### config.mk
export PLATFORM = sky130hd
export DESIGN_NAME = remote_status_output_encoder
export DESIGN_NICKNAME = d
export VERILOG_FILES = /design/src/remote_status_pkg.sv /design/src/robot_select_mux.sv /design/src/remote_status_output_encoder.sv
export VERILOG_INCLUDE_DIRS = /design/src /design/src/src
export SDC_FILE = /design/constraint.sdc
export NUM_CORES = 1
export LEC_CHECK = 0
export BUFFER_PORTS_ARGS = -buffer_cell sky130_fd_sc_hd__buf_2
export CAP_MARGIN = 20
export CORE_MARGIN = 2
export CORE_UTILIZATION = 38
export DETAILED_ROUTE_END_ITERATION = 12
export HOLD_SLACK_MARGIN = 0.15
export PLACE_DENSITY_LB_ADDON = 0.25
export SLEW_MARGIN = 10
export SYNTH_ARGS = -nofsm -noshare
export SYNTH_HDL_FRONTEND = slang
export SYNTH_SLANG_ARGS = --single-unit
### constraint.sdc
create_clock -name sys_clk_in -period 1.9 [get_ports sys_clk_in]
set_clock_uncertainty 0.05 [all_clocks]
set_input_delay 0 -clock sys_clk_in [delete_from_list [all_inputs] [get_ports sys_clk_in]]
set_output_delay 0 -clock sys_clk_in [all_outputs]
set_load 0.01 [all_outputs]
### src/remote_status_cfg.svh
// remote status output encoder: offsets, bit positions, reset values
// assumes inclusion by bare name from the package; the modules do not include it
`ifndef REMOTE_STATUS_CFG_SVH
`define REMOTE_STATUS_CFG_SVH

// register offsets (byte addresses, one word each)
`define RSO_REG_STATUS 8'h00
`define RSO_REG_SELECT 8'h04
`define RSO_REG_ERROR 8'h08
`define RSO_REG_AREA 8'h0C

// default positions of the controller state flags in the status byte
`define RSO_BIT_READY 0
`define RSO_BIT_RUNNING 1
`define RSO_BIT_PAUSED 2
`define RSO_BIT_ERROR 3
`define RSO_BIT_ESTOP 4
`define RSO_BIT_GUARD 5
`define RSO_BIT_CRITICAL 6
`define RSO_BIT_WARNING 7

// field widths and positions
`define RSO_FUNC_W 6
`define RSO_ERRNUM_W 14
`define RSO_AREA_N 15
`define RSO_SEL_W 5
`define RSO_ROBOTS 16
`define RSO_STATUS_ROBOT_LSB 8
`define RSO_STATUS_FUNC_LSB 16
`define RSO_STATUS_MODE_LSB 22
`define RSO_AREA_PLANE_LSB 16

// reset values
`define RSO_SEL_RESET 5'h00
`define RSO_FUNC_RESET 6'h00
`define RSO_ERRNUM_RESET 14'h0000
`define RSO_RDATA_RESET 32'h0000_0000

`endif

### src/remote_status_pkg.sv
// remote status output encoder: shared types
// assumes the cfg header sits next to this file
package remote_status_pkg;
  `include "remote_status_cfg.svh"

  // how a robot-select code is read
  typedef enum logic [1:0] {
    SEL_ALL,
    SEL_ONE,
    SEL_NONE
  } sel_mode_e;

  // complete state of the encoder
  typedef struct packed {
    logic ready;
    logic running;
    logic paused;
    logic error;
    logic estop;
    logic guard;
    logic critical;
    logic warning;
    logic motors;
    logic home;
    logic power;
    logic cal;
    logic rec_req;
    logic rec_run;
    logic cmd_exec;
    logic cmd_rej;
    logic [`RSO_FUNC_W-1:0] func;
    logic accept;
    logic teach;
    logic test;
    logic [`RSO_ERRNUM_W-1:0] errnum;
    logic [`RSO_AREA_N-1:0] box;
    logic [`RSO_AREA_N-1:0] plane;
    logic [`RSO_SEL_W-1:0] sel;
    logic [31:0] rdata;
  } enc_state_s;
endpackage

### src/robot_select_mux.sv
// robot_select_mux: per-robot manipulator flags reduced by a select code
// assumes flag vectors are level inputs; output is combinational
`timescale 1ns/1ps
module robot_select_mux
  import remote_status_pkg::*;
#(
  parameter int ROBOTS = 16,
  parameter int SEL_W = 5
)
(
  // selection
  input wire logic [SEL_W-1:0] sel_in,
  // per-robot flags, bit n is robot n+1
  input wire logic [ROBOTS-1:0] motor_in,
  input wire logic [ROBOTS-1:0] home_in,
  input wire logic [ROBOTS-1:0] power_in,
  input wire logic [ROBOTS-1:0] cal_in,
  // reduced flags
  output logic motors_out,
  output logic home_out,
  output logic power_out,
  output logic cal_out
);

  //////////////////////////////////////////////////////////////////////////////
  // classify a select code; codes above the robot count select nothing
  function automatic sel_mode_e mode_of(input logic [SEL_W-1:0] s);
    if (s == '0)
    begin
      return SEL_ALL;
    end
    else if (int'(s) <= ROBOTS)
    begin
      return SEL_ONE;
    end
    return SEL_NONE;
  endfunction

  // flag of the one selected robot
  function automatic logic pick(input logic [ROBOTS-1:0] v, input logic [SEL_W-1:0] s);
    logic r;
    r = 1'b0;
    for (int i = 0; i < ROBOTS; i++)
    begin
      if (int'(s) == i + 1)
      begin
        r = v[i];
      end
    end
    return r;
  endfunction

  //////////////////////////////////////////////////////////////////////////////
  // all robots: any motor, every robot home, any high power, any uncalibrated
  always_comb
  begin
    motors_out = 1'b0;
    home_out = 1'b0;
    power_out = 1'b0;
    cal_out = 1'b0;
    case (mode_of(sel_in))
      SEL_ALL:
      begin
        motors_out = |motor_in;
        home_out = &home_in;
        power_out = |power_in;
        cal_out = |cal_in;
      end
      SEL_ONE:
      begin
        motors_out = pick(motor_in, sel_in);
        home_out = pick(home_in, sel_in);
        power_out = pick(power_in, sel_in);
        cal_out = pick(cal_in, sel_in);
      end
      default:
      begin
        motors_out = 1'b0;
        home_out = 1'b0;
        power_out = 1'b0;
        cal_out = 1'b0;
      end
    endcase
  end
endmodule

### src/remote_status_output_encoder.sv
// remote_status_output_encoder: remote status outputs of a motion controller
// assumes all inputs synchronous to sys_clk_in; outputs go to external equipment
//
// Strobed register access and the placing of the registers were left to the implementer.
`timescale 1ns/1ps
module remote_status_output_encoder
  import remote_status_pkg::*;
#(
  parameter int ROBOTS = `RSO_ROBOTS
)
(
  // clock and reset
  input wire logic sys_clk_in,
  input wire logic rst_n_in,
  // register port
  input wire logic [7:0] addr_in,
  input wire logic [31:0] wdata_in,
  input wire logic wr_in,
  input wire logic rd_in,
  output logic [31:0] rdata_out,
  // controller state
  input wire logic startup_done_in,
  input wire logic task_running_in,
  input wire logic task_paused_in,
  input wire logic error_event_in,
  input wire logic remote_reset_in,
  input wire logic estop_in,
  input wire logic guard_in,
  input wire logic critical_event_in,
  input wire logic warning_in,
  // manipulator state, bit n is robot n+1
  input wire logic [ROBOTS-1:0] motor_in,
  input wire logic [ROBOTS-1:0] home_in,
  input wire logic [ROBOTS-1:0] power_in,
  input wire logic [ROBOTS-1:0] cal_in,
  input wire logic recover_wait_in,
  input wire logic recover_exec_in,
  // remote command state
  input wire logic cmd_busy_in,
  input wire logic cmd_refused_in,
  // function and modes
  input wire logic func_start_in,
  input wire logic [`RSO_FUNC_W-1:0] func_number_in,
  input wire logic auto_mode_in,
  input wire logic remote_device_in,
  input wire logic program_mode_in,
  input wire logic remote_io_en_in,
  input wire logic teach_in,
  input wire logic test_in,
  input wire logic [`RSO_ERRNUM_W-1:0] error_number_in,
  input wire logic [`RSO_AREA_N-1:0] box_in,
  input wire logic [`RSO_AREA_N-1:0] plane_in,
  // robot selection
  input wire logic [`RSO_SEL_W-1:0] robot_select_code_in,
  input wire logic select_apply_in,
  // controller state outputs
  output logic ready_out,
  output logic running_out,
  output logic paused_out,
  output logic error_out,
  output logic emergency_stop_active_out,
  output logic guard_open_out,
  output logic critical_fault_out,
  output logic warning_out,
  // manipulator outputs
  output logic motors_energized_out,
  output logic at_home_position_out,
  output logic high_power_mode_out,
  output logic calibration_required_out,
  output logic recovery_required_out,
  output logic recovery_in_progress_out,
  // command outputs
  output logic command_executing_out,
  output logic command_rejected_out,
  // buses and modes
  output logic [`RSO_FUNC_W-1:0] current_function_bus_out,
  output logic remote_acceptance_out,
  output logic teach_state_out,
  output logic test_state_out,
  output logic [`RSO_ERRNUM_W-1:0] error_number_bus_out,
  output logic [`RSO_AREA_N-1:0] box_area_flag_out,
  output logic [`RSO_AREA_N-1:0] plane_area_flag_out,
  output logic [`RSO_SEL_W-1:0] robot_select_code_out
);

  enc_state_s st_reg;
  enc_state_s st_next;
  logic mux_motors;
  logic mux_home;
  logic mux_power;
  logic mux_cal;

  //////////////////////////////////////////////////////////////////////////////
  // per-robot reduction runs on the applied selection, not the raw code
  robot_select_mux #(
    .ROBOTS(ROBOTS),
    .SEL_W(`RSO_SEL_W)
  ) i_robot_select_mux (
    .sel_in(st_reg.sel),
    .motor_in(motor_in),
    .home_in(home_in),
    .power_in(power_in),
    .cal_in(cal_in),
    .motors_out(mux_motors),
    .home_out(mux_home),
    .power_out(mux_power),
    .cal_out(mux_cal)
  );

  //////////////////////////////////////////////////////////////////////////////
  // status byte in default output order
  function automatic logic [7:0] status_byte(input enc_state_s s);
    logic [7:0] b;
    b = 8'h00;
    b[`RSO_BIT_READY] = s.ready;
    b[`RSO_BIT_RUNNING] = s.running;
    b[`RSO_BIT_PAUSED] = s.paused;
    b[`RSO_BIT_ERROR] = s.error;
    b[`RSO_BIT_ESTOP] = s.estop;
    b[`RSO_BIT_GUARD] = s.guard;
    b[`RSO_BIT_CRITICAL] = s.critical;
    b[`RSO_BIT_WARNING] = s.warning;
    return b;
  endfunction

  // read decode; unmapped offsets read zero
  function automatic logic [31:0] read_word(input enc_state_s s, input logic [7:0] a);
    logic [31:0] w;
    w = 32'h0000_0000;
    if (a == `RSO_REG_STATUS)
    begin
      w[7:0] = status_byte(s);
      w[`RSO_STATUS_ROBOT_LSB +: 8] = {s.cmd_rej, s.cmd_exec, s.rec_run, s.rec_req,
                                       s.cal, s.power, s.home, s.motors};
      w[`RSO_STATUS_FUNC_LSB +: `RSO_FUNC_W] = s.func;
      w[`RSO_STATUS_MODE_LSB +: 3] = {s.test, s.teach, s.accept};
    end
    else if (a == `RSO_REG_SELECT)
    begin
      w[`RSO_SEL_W-1:0] = s.sel;
    end
    else if (a == `RSO_REG_ERROR)
    begin
      w[`RSO_ERRNUM_W-1:0] = s.errnum;
    end
    else if (a == `RSO_REG_AREA)
    begin
      w[`RSO_AREA_N-1:0] = s.box;
      w[`RSO_AREA_PLANE_LSB +: `RSO_AREA_N] = s.plane;
    end
    return w;
  endfunction

  //////////////////////////////////////////////////////////////////////////////
  // next state of every output; each lands one cycle after its cause, the robot flags two cycles after a selection change
  always_comb
  begin
    st_next = st_reg;
    st_next.ready = startup_done_in & ~task_running_in;
    st_next.paused = task_paused_in;
    // a paused task is not counted as running
    st_next.running = task_running_in & ~task_paused_in;
    // set wins over the remote reset arriving in the same cycle
    if (error_event_in)
    begin
      st_next.error = 1'b1;
    end
    else if (remote_reset_in)
    begin
      st_next.error = 1'b0;
    end
    st_next.estop = estop_in;
    st_next.guard = guard_in;
    // only the reset pin clears it; remote reset is deliberately ignored
    st_next.critical = st_reg.critical | critical_event_in;
    st_next.warning = warning_in;
    st_next.motors = mux_motors;
    st_next.home = mux_home;
    st_next.power = mux_power;
    st_next.cal = mux_cal;
    st_next.rec_req = recover_wait_in;
    st_next.rec_run = recover_exec_in;
    st_next.cmd_exec = cmd_busy_in;
    // rejection stays until the next command starts or a remote reset
    if (cmd_refused_in)
    begin
      st_next.cmd_rej = 1'b1;
    end
    else if (remote_reset_in || (cmd_busy_in && !st_reg.cmd_exec))
    begin
      st_next.cmd_rej = 1'b0;
    end
    // the number stays after the function ends, as the most recent one
    if (func_start_in)
    begin
      st_next.func = func_number_in;
    end
    st_next.accept = (auto_mode_in & remote_device_in)
                   | (program_mode_in & remote_io_en_in);
    st_next.teach = teach_in;
    st_next.test = test_in;
    st_next.errnum = error_number_in;
    st_next.box = box_in;
    st_next.plane = plane_in;
    // the pin wins over a register write in the same cycle
    if (select_apply_in)
    begin
      st_next.sel = robot_select_code_in;
    end
    else if (wr_in && addr_in == `RSO_REG_SELECT)
    begin
      st_next.sel = wdata_in[`RSO_SEL_W-1:0];
    end
    // read data stands only in the cycle after the strobe
    st_next.rdata = rd_in ? read_word(st_reg, addr_in) : `RSO_RDATA_RESET;
  end

  //////////////////////////////////////////////////////////////////////////////
  // all state clears under reset, so every flag shows inactive
  always_ff @(posedge sys_clk_in or negedge rst_n_in)
  begin
    if (!rst_n_in)
    begin
      st_reg <= '0;
    end
    else
    begin
      st_reg <= st_next;
    end
  end

  //////////////////////////////////////////////////////////////////////////////
  // outputs straight from the state flip-flops
  assign ready_out = st_reg.ready;
  assign running_out = st_reg.running;
  assign paused_out = st_reg.paused;
  assign error_out = st_reg.error;
  assign emergency_stop_active_out = st_reg.estop;
  assign guard_open_out = st_reg.guard;
  assign critical_fault_out = st_reg.critical;
  assign warning_out = st_reg.warning;
  assign motors_energized_out = st_reg.motors;
  assign at_home_position_out = st_reg.home;
  assign high_power_mode_out = st_reg.power;
  assign calibration_required_out = st_reg.cal;
  assign recovery_required_out = st_reg.rec_req;
  assign recovery_in_progress_out = st_reg.rec_run;
  assign command_executing_out = st_reg.cmd_exec;
  assign command_rejected_out = st_reg.cmd_rej;
  assign current_function_bus_out = st_reg.func;
  assign remote_acceptance_out = st_reg.accept;
  assign teach_state_out = st_reg.teach;
  assign test_state_out = st_reg.test;
  assign error_number_bus_out = st_reg.errnum;
  assign box_area_flag_out = st_reg.box;
  assign plane_area_flag_out = st_reg.plane;
  assign robot_select_code_out = st_reg.sel;
  assign rdata_out = st_reg.rdata;
endmodule

After elaboration in Yosys (flattened, before gate mapping)
Index checks and enable logic that the tools add are counted.

Add/sub/neg operators: 0. $mul: 0. Divide/modulo/power cells: 0. $lt $le $gt $ge: 1. Eq/ne operators: 20. Shifts and indexed selects: 0. Muxes and demuxes: 92. Bitwise gates (word level): 8. Reduce and logical (&&, ||, !) cells: 14.

Operator list (number): $mux W15 (5); $mux W1 (72); $reduce_or A16 Y1 (3); $eq A5 B5 Y1 const B (9); $mux W31 (1); $eq A5 B4 Y1 const B (4); $eq A8 B4 Y1 const B (2); $reduce_and A16 Y1 (1); $mux W5 (3); $mux W14 (1); $eq A5 B3 Y1 const B (2); $mux W10 (1); $mux W9 (1); $eq A8 B3 Y1 const B (1); $logic_not A8 Y1 (1); $pmux W1 S2 (4); $mux W2 (3); $mux W6 (1); $reduce_bool A2 Y1 (3); $eq A5 B2 Y1 const B (1); $le A5 B5 Y1 const B (1); $logic_not A5 Y1 (1); $and A1 B1 Y1 (4); $eq A2 B1 Y1 const B (1); other kinds (6) (9).

Bits in registers: 105. Bits in latches: 0. Bits in writable memories: 0. ROM bits: 0. Input bits: 184. Output and inout bits: 106. Memories: 0.

Longest topological paths before layout
Depth in word-level cells: 18. Depth in mapped cells: 11. Depth with buffers taken out: 9.

By module
From an unflattened synthesis, not the netlist that was laid out.

Cell total of the unflattened synthesis: 372. Area total of the unflattened synthesis: 4563.1 µm².

Modules (own cells, without submodules): remote_status_output_encoder (instances 1, cells each 220, area each 3522.1 µm², seq. area each 2627.5 µm²); robot_select_mux (instances 1, cells each 152, area each 1041.0 µm², seq. area each 0.0 µm²).

Least setup slack after synthesis
OpenSTA, ideal clock, no wires.

Path type: reg2reg. Start: register st_reg, in the netlist robot_select_code_out[1]. End: register st_reg, in the netlist at_home_position_out. Data arrival time: 2019 ps. Required time: 1726 ps. Slack: -293 ps. Cell stages (with the launch flop): 12. Cell sequence: dfrtp_1 buf_4 buf_2 nor2_1 nand2_1 inv_1 ha_1 clkbuf_1 nor2_1 a22oi_1 nor2_1 a211o_1.

Longest elaborated chain between the ends: 18. Elaborated cells on any way between the ends: 41.

RTL lines: start, declared (line remote_status_output_encoder.sv:86) `enc_state_s st_reg;`; start signal, assigned (line remote_status_output_encoder.sv:228) `st_reg <= st_next;`; $eq A5 B2 Y1 (line robot_select_mux.sv:45) `if (int'(s) == i + 1)`; $mux W1 (16 in series) (line robot_select_mux.sv:45); $pmux W1 S2 (*) (line robot_select_mux.sv:61) `case (mode_of(sel_in))`; named net i_robot_select_mux.home_out (line robot_select_mux.sv:20) `output logic home_out,`.

The timed path passes the listed nets; every way through them passes the cells marked *. A chain may end at the register's enable or synchronous reset.

Worst setup path after layout
Start: register st_reg, in the netlist robot_select_code_out[1]. End: register st_reg, in the netlist high_power_mode_out.

Longest elaborated chain between the ends: 18. Elaborated cells on any way between the ends: 41.

RTL lines: $eq A5 B2 Y1 (line robot_select_mux.sv:45); $mux W1 (16 in series) (line robot_select_mux.sv:45); $pmux W1 S2 (*) (line robot_select_mux.sv:61); named net i_robot_select_mux.power_out (line robot_select_mux.sv:21) `output logic power_out,`.

Marked as above.

==> flow_summary.toml <==
[run_status]
outcome = "finished clean"

[worst_setup_path]
crit_path_end_kind = "flop"
reg2reg_slack_ns = 0.007
worst-endpoint-required_ns = 2.10
path_cells = "buf_4 -> mux2i_1 -> a211o_1 -> a2111oi_4 -> nor4_2 -> o41ai_2"
criticalPathCategory = "reg -> reg"
crit_arrival_ns = 2.09
slowest_delay_ns = 0.46
crit_slowest_cell = "dfrtp_2"
start_kind = "flop"
path_max_fanout = 6

[floorplanning]
core.rowCount = 39
core_um2 = 11500
die_area_um2 = 12700
ios = 290
die_y_um = 113
die_w_um = 113
start_util_pct = 39.2

[placement]
hpwl_um = 11300
place.port_buffers = 261
gp_congestion = 0.882

[finish]
drive_gt1_share_pct = 44.5
fill_cells = 842
antenna_cells = 0
nets = 988
final_util_pct = 69.6
area_growth_pct = 77.8

[routing]
wl_met1_um = 6310
wl_per_cell_um = 17.6
dr.pass1.iters = 5
dr_wl_met2_um = 8570
via_count = 4875
drt_iter0_markers = 321
finalWirelength_um = 16700
wl_met3_um = 1410
drc = 0
vias_per_cell = 5.14
top_layer = "met4"
ant_nets = 0

[clock_tree]
tritoncts = "done"
root_buffer = "clkbuf_16"
htreeDepth = 3
cts_made_buffers = 9
clk_latency_ns = 0.35
clockBufferDepth = 2
cts.sinks = 105
clk_pin_slew_ns = 0.07

[sta]
rsz0062_at_grt = "yes"
tightest_slew_ns = 0.846
finalCriticalPeriod_ns = 1.89
fmax_mhz = 528
finalCritPeriodShare_pct = 99.6
hold_violations = 0
max_slew_margin_pct = 43.4
setup_violations = 0
slew_violations = 0

[global_route]
grt_pass1_wl_um = 25800
grt_max_degree = 51
grt_overflow = 0
grt_usage_pct = 26.2
grt_antenna_before_repair = 0
grt_pass1_vias = 5116

[yosys]
syn_area_per_cell_um2 = 11.7
synth_flop_cell = "dfrtp_1"
syn_nets = 570
yosysTopAreaCellShare_pct = 58.5
synth_top_area_cell = "dfrtp_1"
syn_inst = 383
synth-edff-count = 0
synth_area_leaders = "dfrtp_1, mux2i_1, mux4_2"
syn_area_um2 = 4490
ys_seq_area_share_pct = 58.5
yosys_warnings = 0
yosysUniqueCellTypes = 56
synthArstFlopShare_pct = 100
ys_ff_latch = 105

[power]
p_leak_nw = 4.03
ir_drop_mv = 0.897
power.density_nw_per_um2 = 710
p_total_mw = 5.67

[worst_hold_path]
hold_path.class = "in -> reg"

[job]
cap_violations = 0
[cell usage in the layout (no fill, tap or decap), types with 10 or more instances in the layout]
| master | instances |
|---|---|
| and3_1 | 12 |
| a22oi_1 | 13 |
| buf_4 | 33 |
| nand2_1 | 10 |
| dfrtp_1 | 102 |
| inv_1 | 10 |
| nor2_1 | 37 |
| nor4_1 | 11 |
| dlygate4sd3_1 | 131 |
| a21oi_1 | 18 |
| nor2b_1 | 10 |
| mux2i_1 | 18 |
| buf_2 | 260 |
[report_power, final]
part	switching (mW)	internal [mW]	leakage (nW)
logic	0.596	0.726	2.58
clock network	0.870	1.05	0.152
registers	0.0846	2.34	1.30
[flip-flops by register name, summed over array words and instances, names as in the netlist, 5 cells and up]
register                  count
robot_select_code_out         5
error_number_bus_out         14
current_function_bus_out      6
rdata_out                    31
plane_area_flag_out          15
box_area_flag_out            15
[cells by family after synthesis]
group	Yosys count	share of synthesized area (%)
and+or+nand+nor	123	14.7
DFF	105	58.5
AOI/OAI and AO/OA	81	12.5
buffers and inverters	36	3.65
muxes	34	9.78
adders and majority gates	3	0.836
other	1	0.0835
[routing by layer]
layer | global-route usage (%) | vias up
met3 | 7.87 | 48
met4 | 10.2 | 0
met2 | 45.9 | 277
met5 | 0 | -
met1 | 30.2 | 2317
li1 | - | 2233
[synth_stat cells (2+ instances only)]
master	instances
dfrtp_1	105
nor2_1	39
a21oi_1	21
mux2i_1	18
nor4_1	14
a22oi_1	13
and3_1	12
nand2_1	12
buf_2	11
inv_1	11
clkbuf_1	10
nor2b_1	10
mux2_2	9
nor3_1	9
nand2b_1	8
o21ai_1	8
mux4_2	7
o21ai_0	7
nand4_1	5
o221ai_1	4
a211oi_1	3
a21o_1	3
ha_1	3
a211o_1	2
a31oi_1	2
and2_1	2
buf_4	2
nand3b_1	2
o311ai_1	2
o32a_1	2
o32ai_1	2
[area by class of cell]
type,count,area [um2],area share [%]
Multi-Input combinational cell,242,1810,22.7
Inverter,11,41.3,0.517
Clock buffer,9,225,2.82
Sequential cell,105,2630,33.0
Clock inverter,7,90.1,1.13
Timing Repair Buffer,432,3010,37.7
Tap cell,143,179,2.24
[path summary, 6_finish.rpt]
path                                               start                   end  cells after the start
worst max-delay path            robot_select_code_out[1]   high_power_mode_out                      6
min in group asynchronous                       rst_n_in         rdata_out[18]                      2
worst max register to register  robot_select_code_out[1]   high_power_mode_out                      6
worst min register to register   plane_area_flag_out[12]         rdata_out[28]                      1
max in group asynchronous                       rst_n_in  box_area_flag_out[5]                      3
worst min-delay path                        motor_in[14]  motors_energized_out                      5
[worst max-delay path: cells and delay by family (launching register included)]
| kind | cells | cell delay, ns |
|---|---|---|
| compound gates | 3 | 0.93 |
| buf+inv | 1 | 0.16 |
| flops | 1 | 0.46 |
| mux | 1 | 0.11 |
| simple gates | 1 | 0.08 |
[what timing repair did]
item | in CTS | in global routing
gates cloned | 1 | 0
resized for setup | 2 | 23
pin swaps | 0 | 5
hold buffers | 133 | 0
hold endpoints to repair | 184 | 0
setup buffers | 2 | 9
endpoints found under the setup margin | 4 | 10
[metrics by stage]
stage          setup TNS, ns  hold WS [ns]  std cells  cell area, um2  setup slack [ns]
6_report                   0         0.133        949            7980           0.00750
5_1_grt               -0.209         0.187        949            7980           -0.0809
4_1_cts                    0         0.152        941            7820            0.0168
3_5_place_dp          -0.344      -0.00129        789            6100            -0.147
3_3_place_gp          -0.126      -0.00996        789            6100           -0.0788
2_1_floorplan              0        -0.346        383            4550            0.0149
No activity file was read; power rests on OpenSTA's default activity.
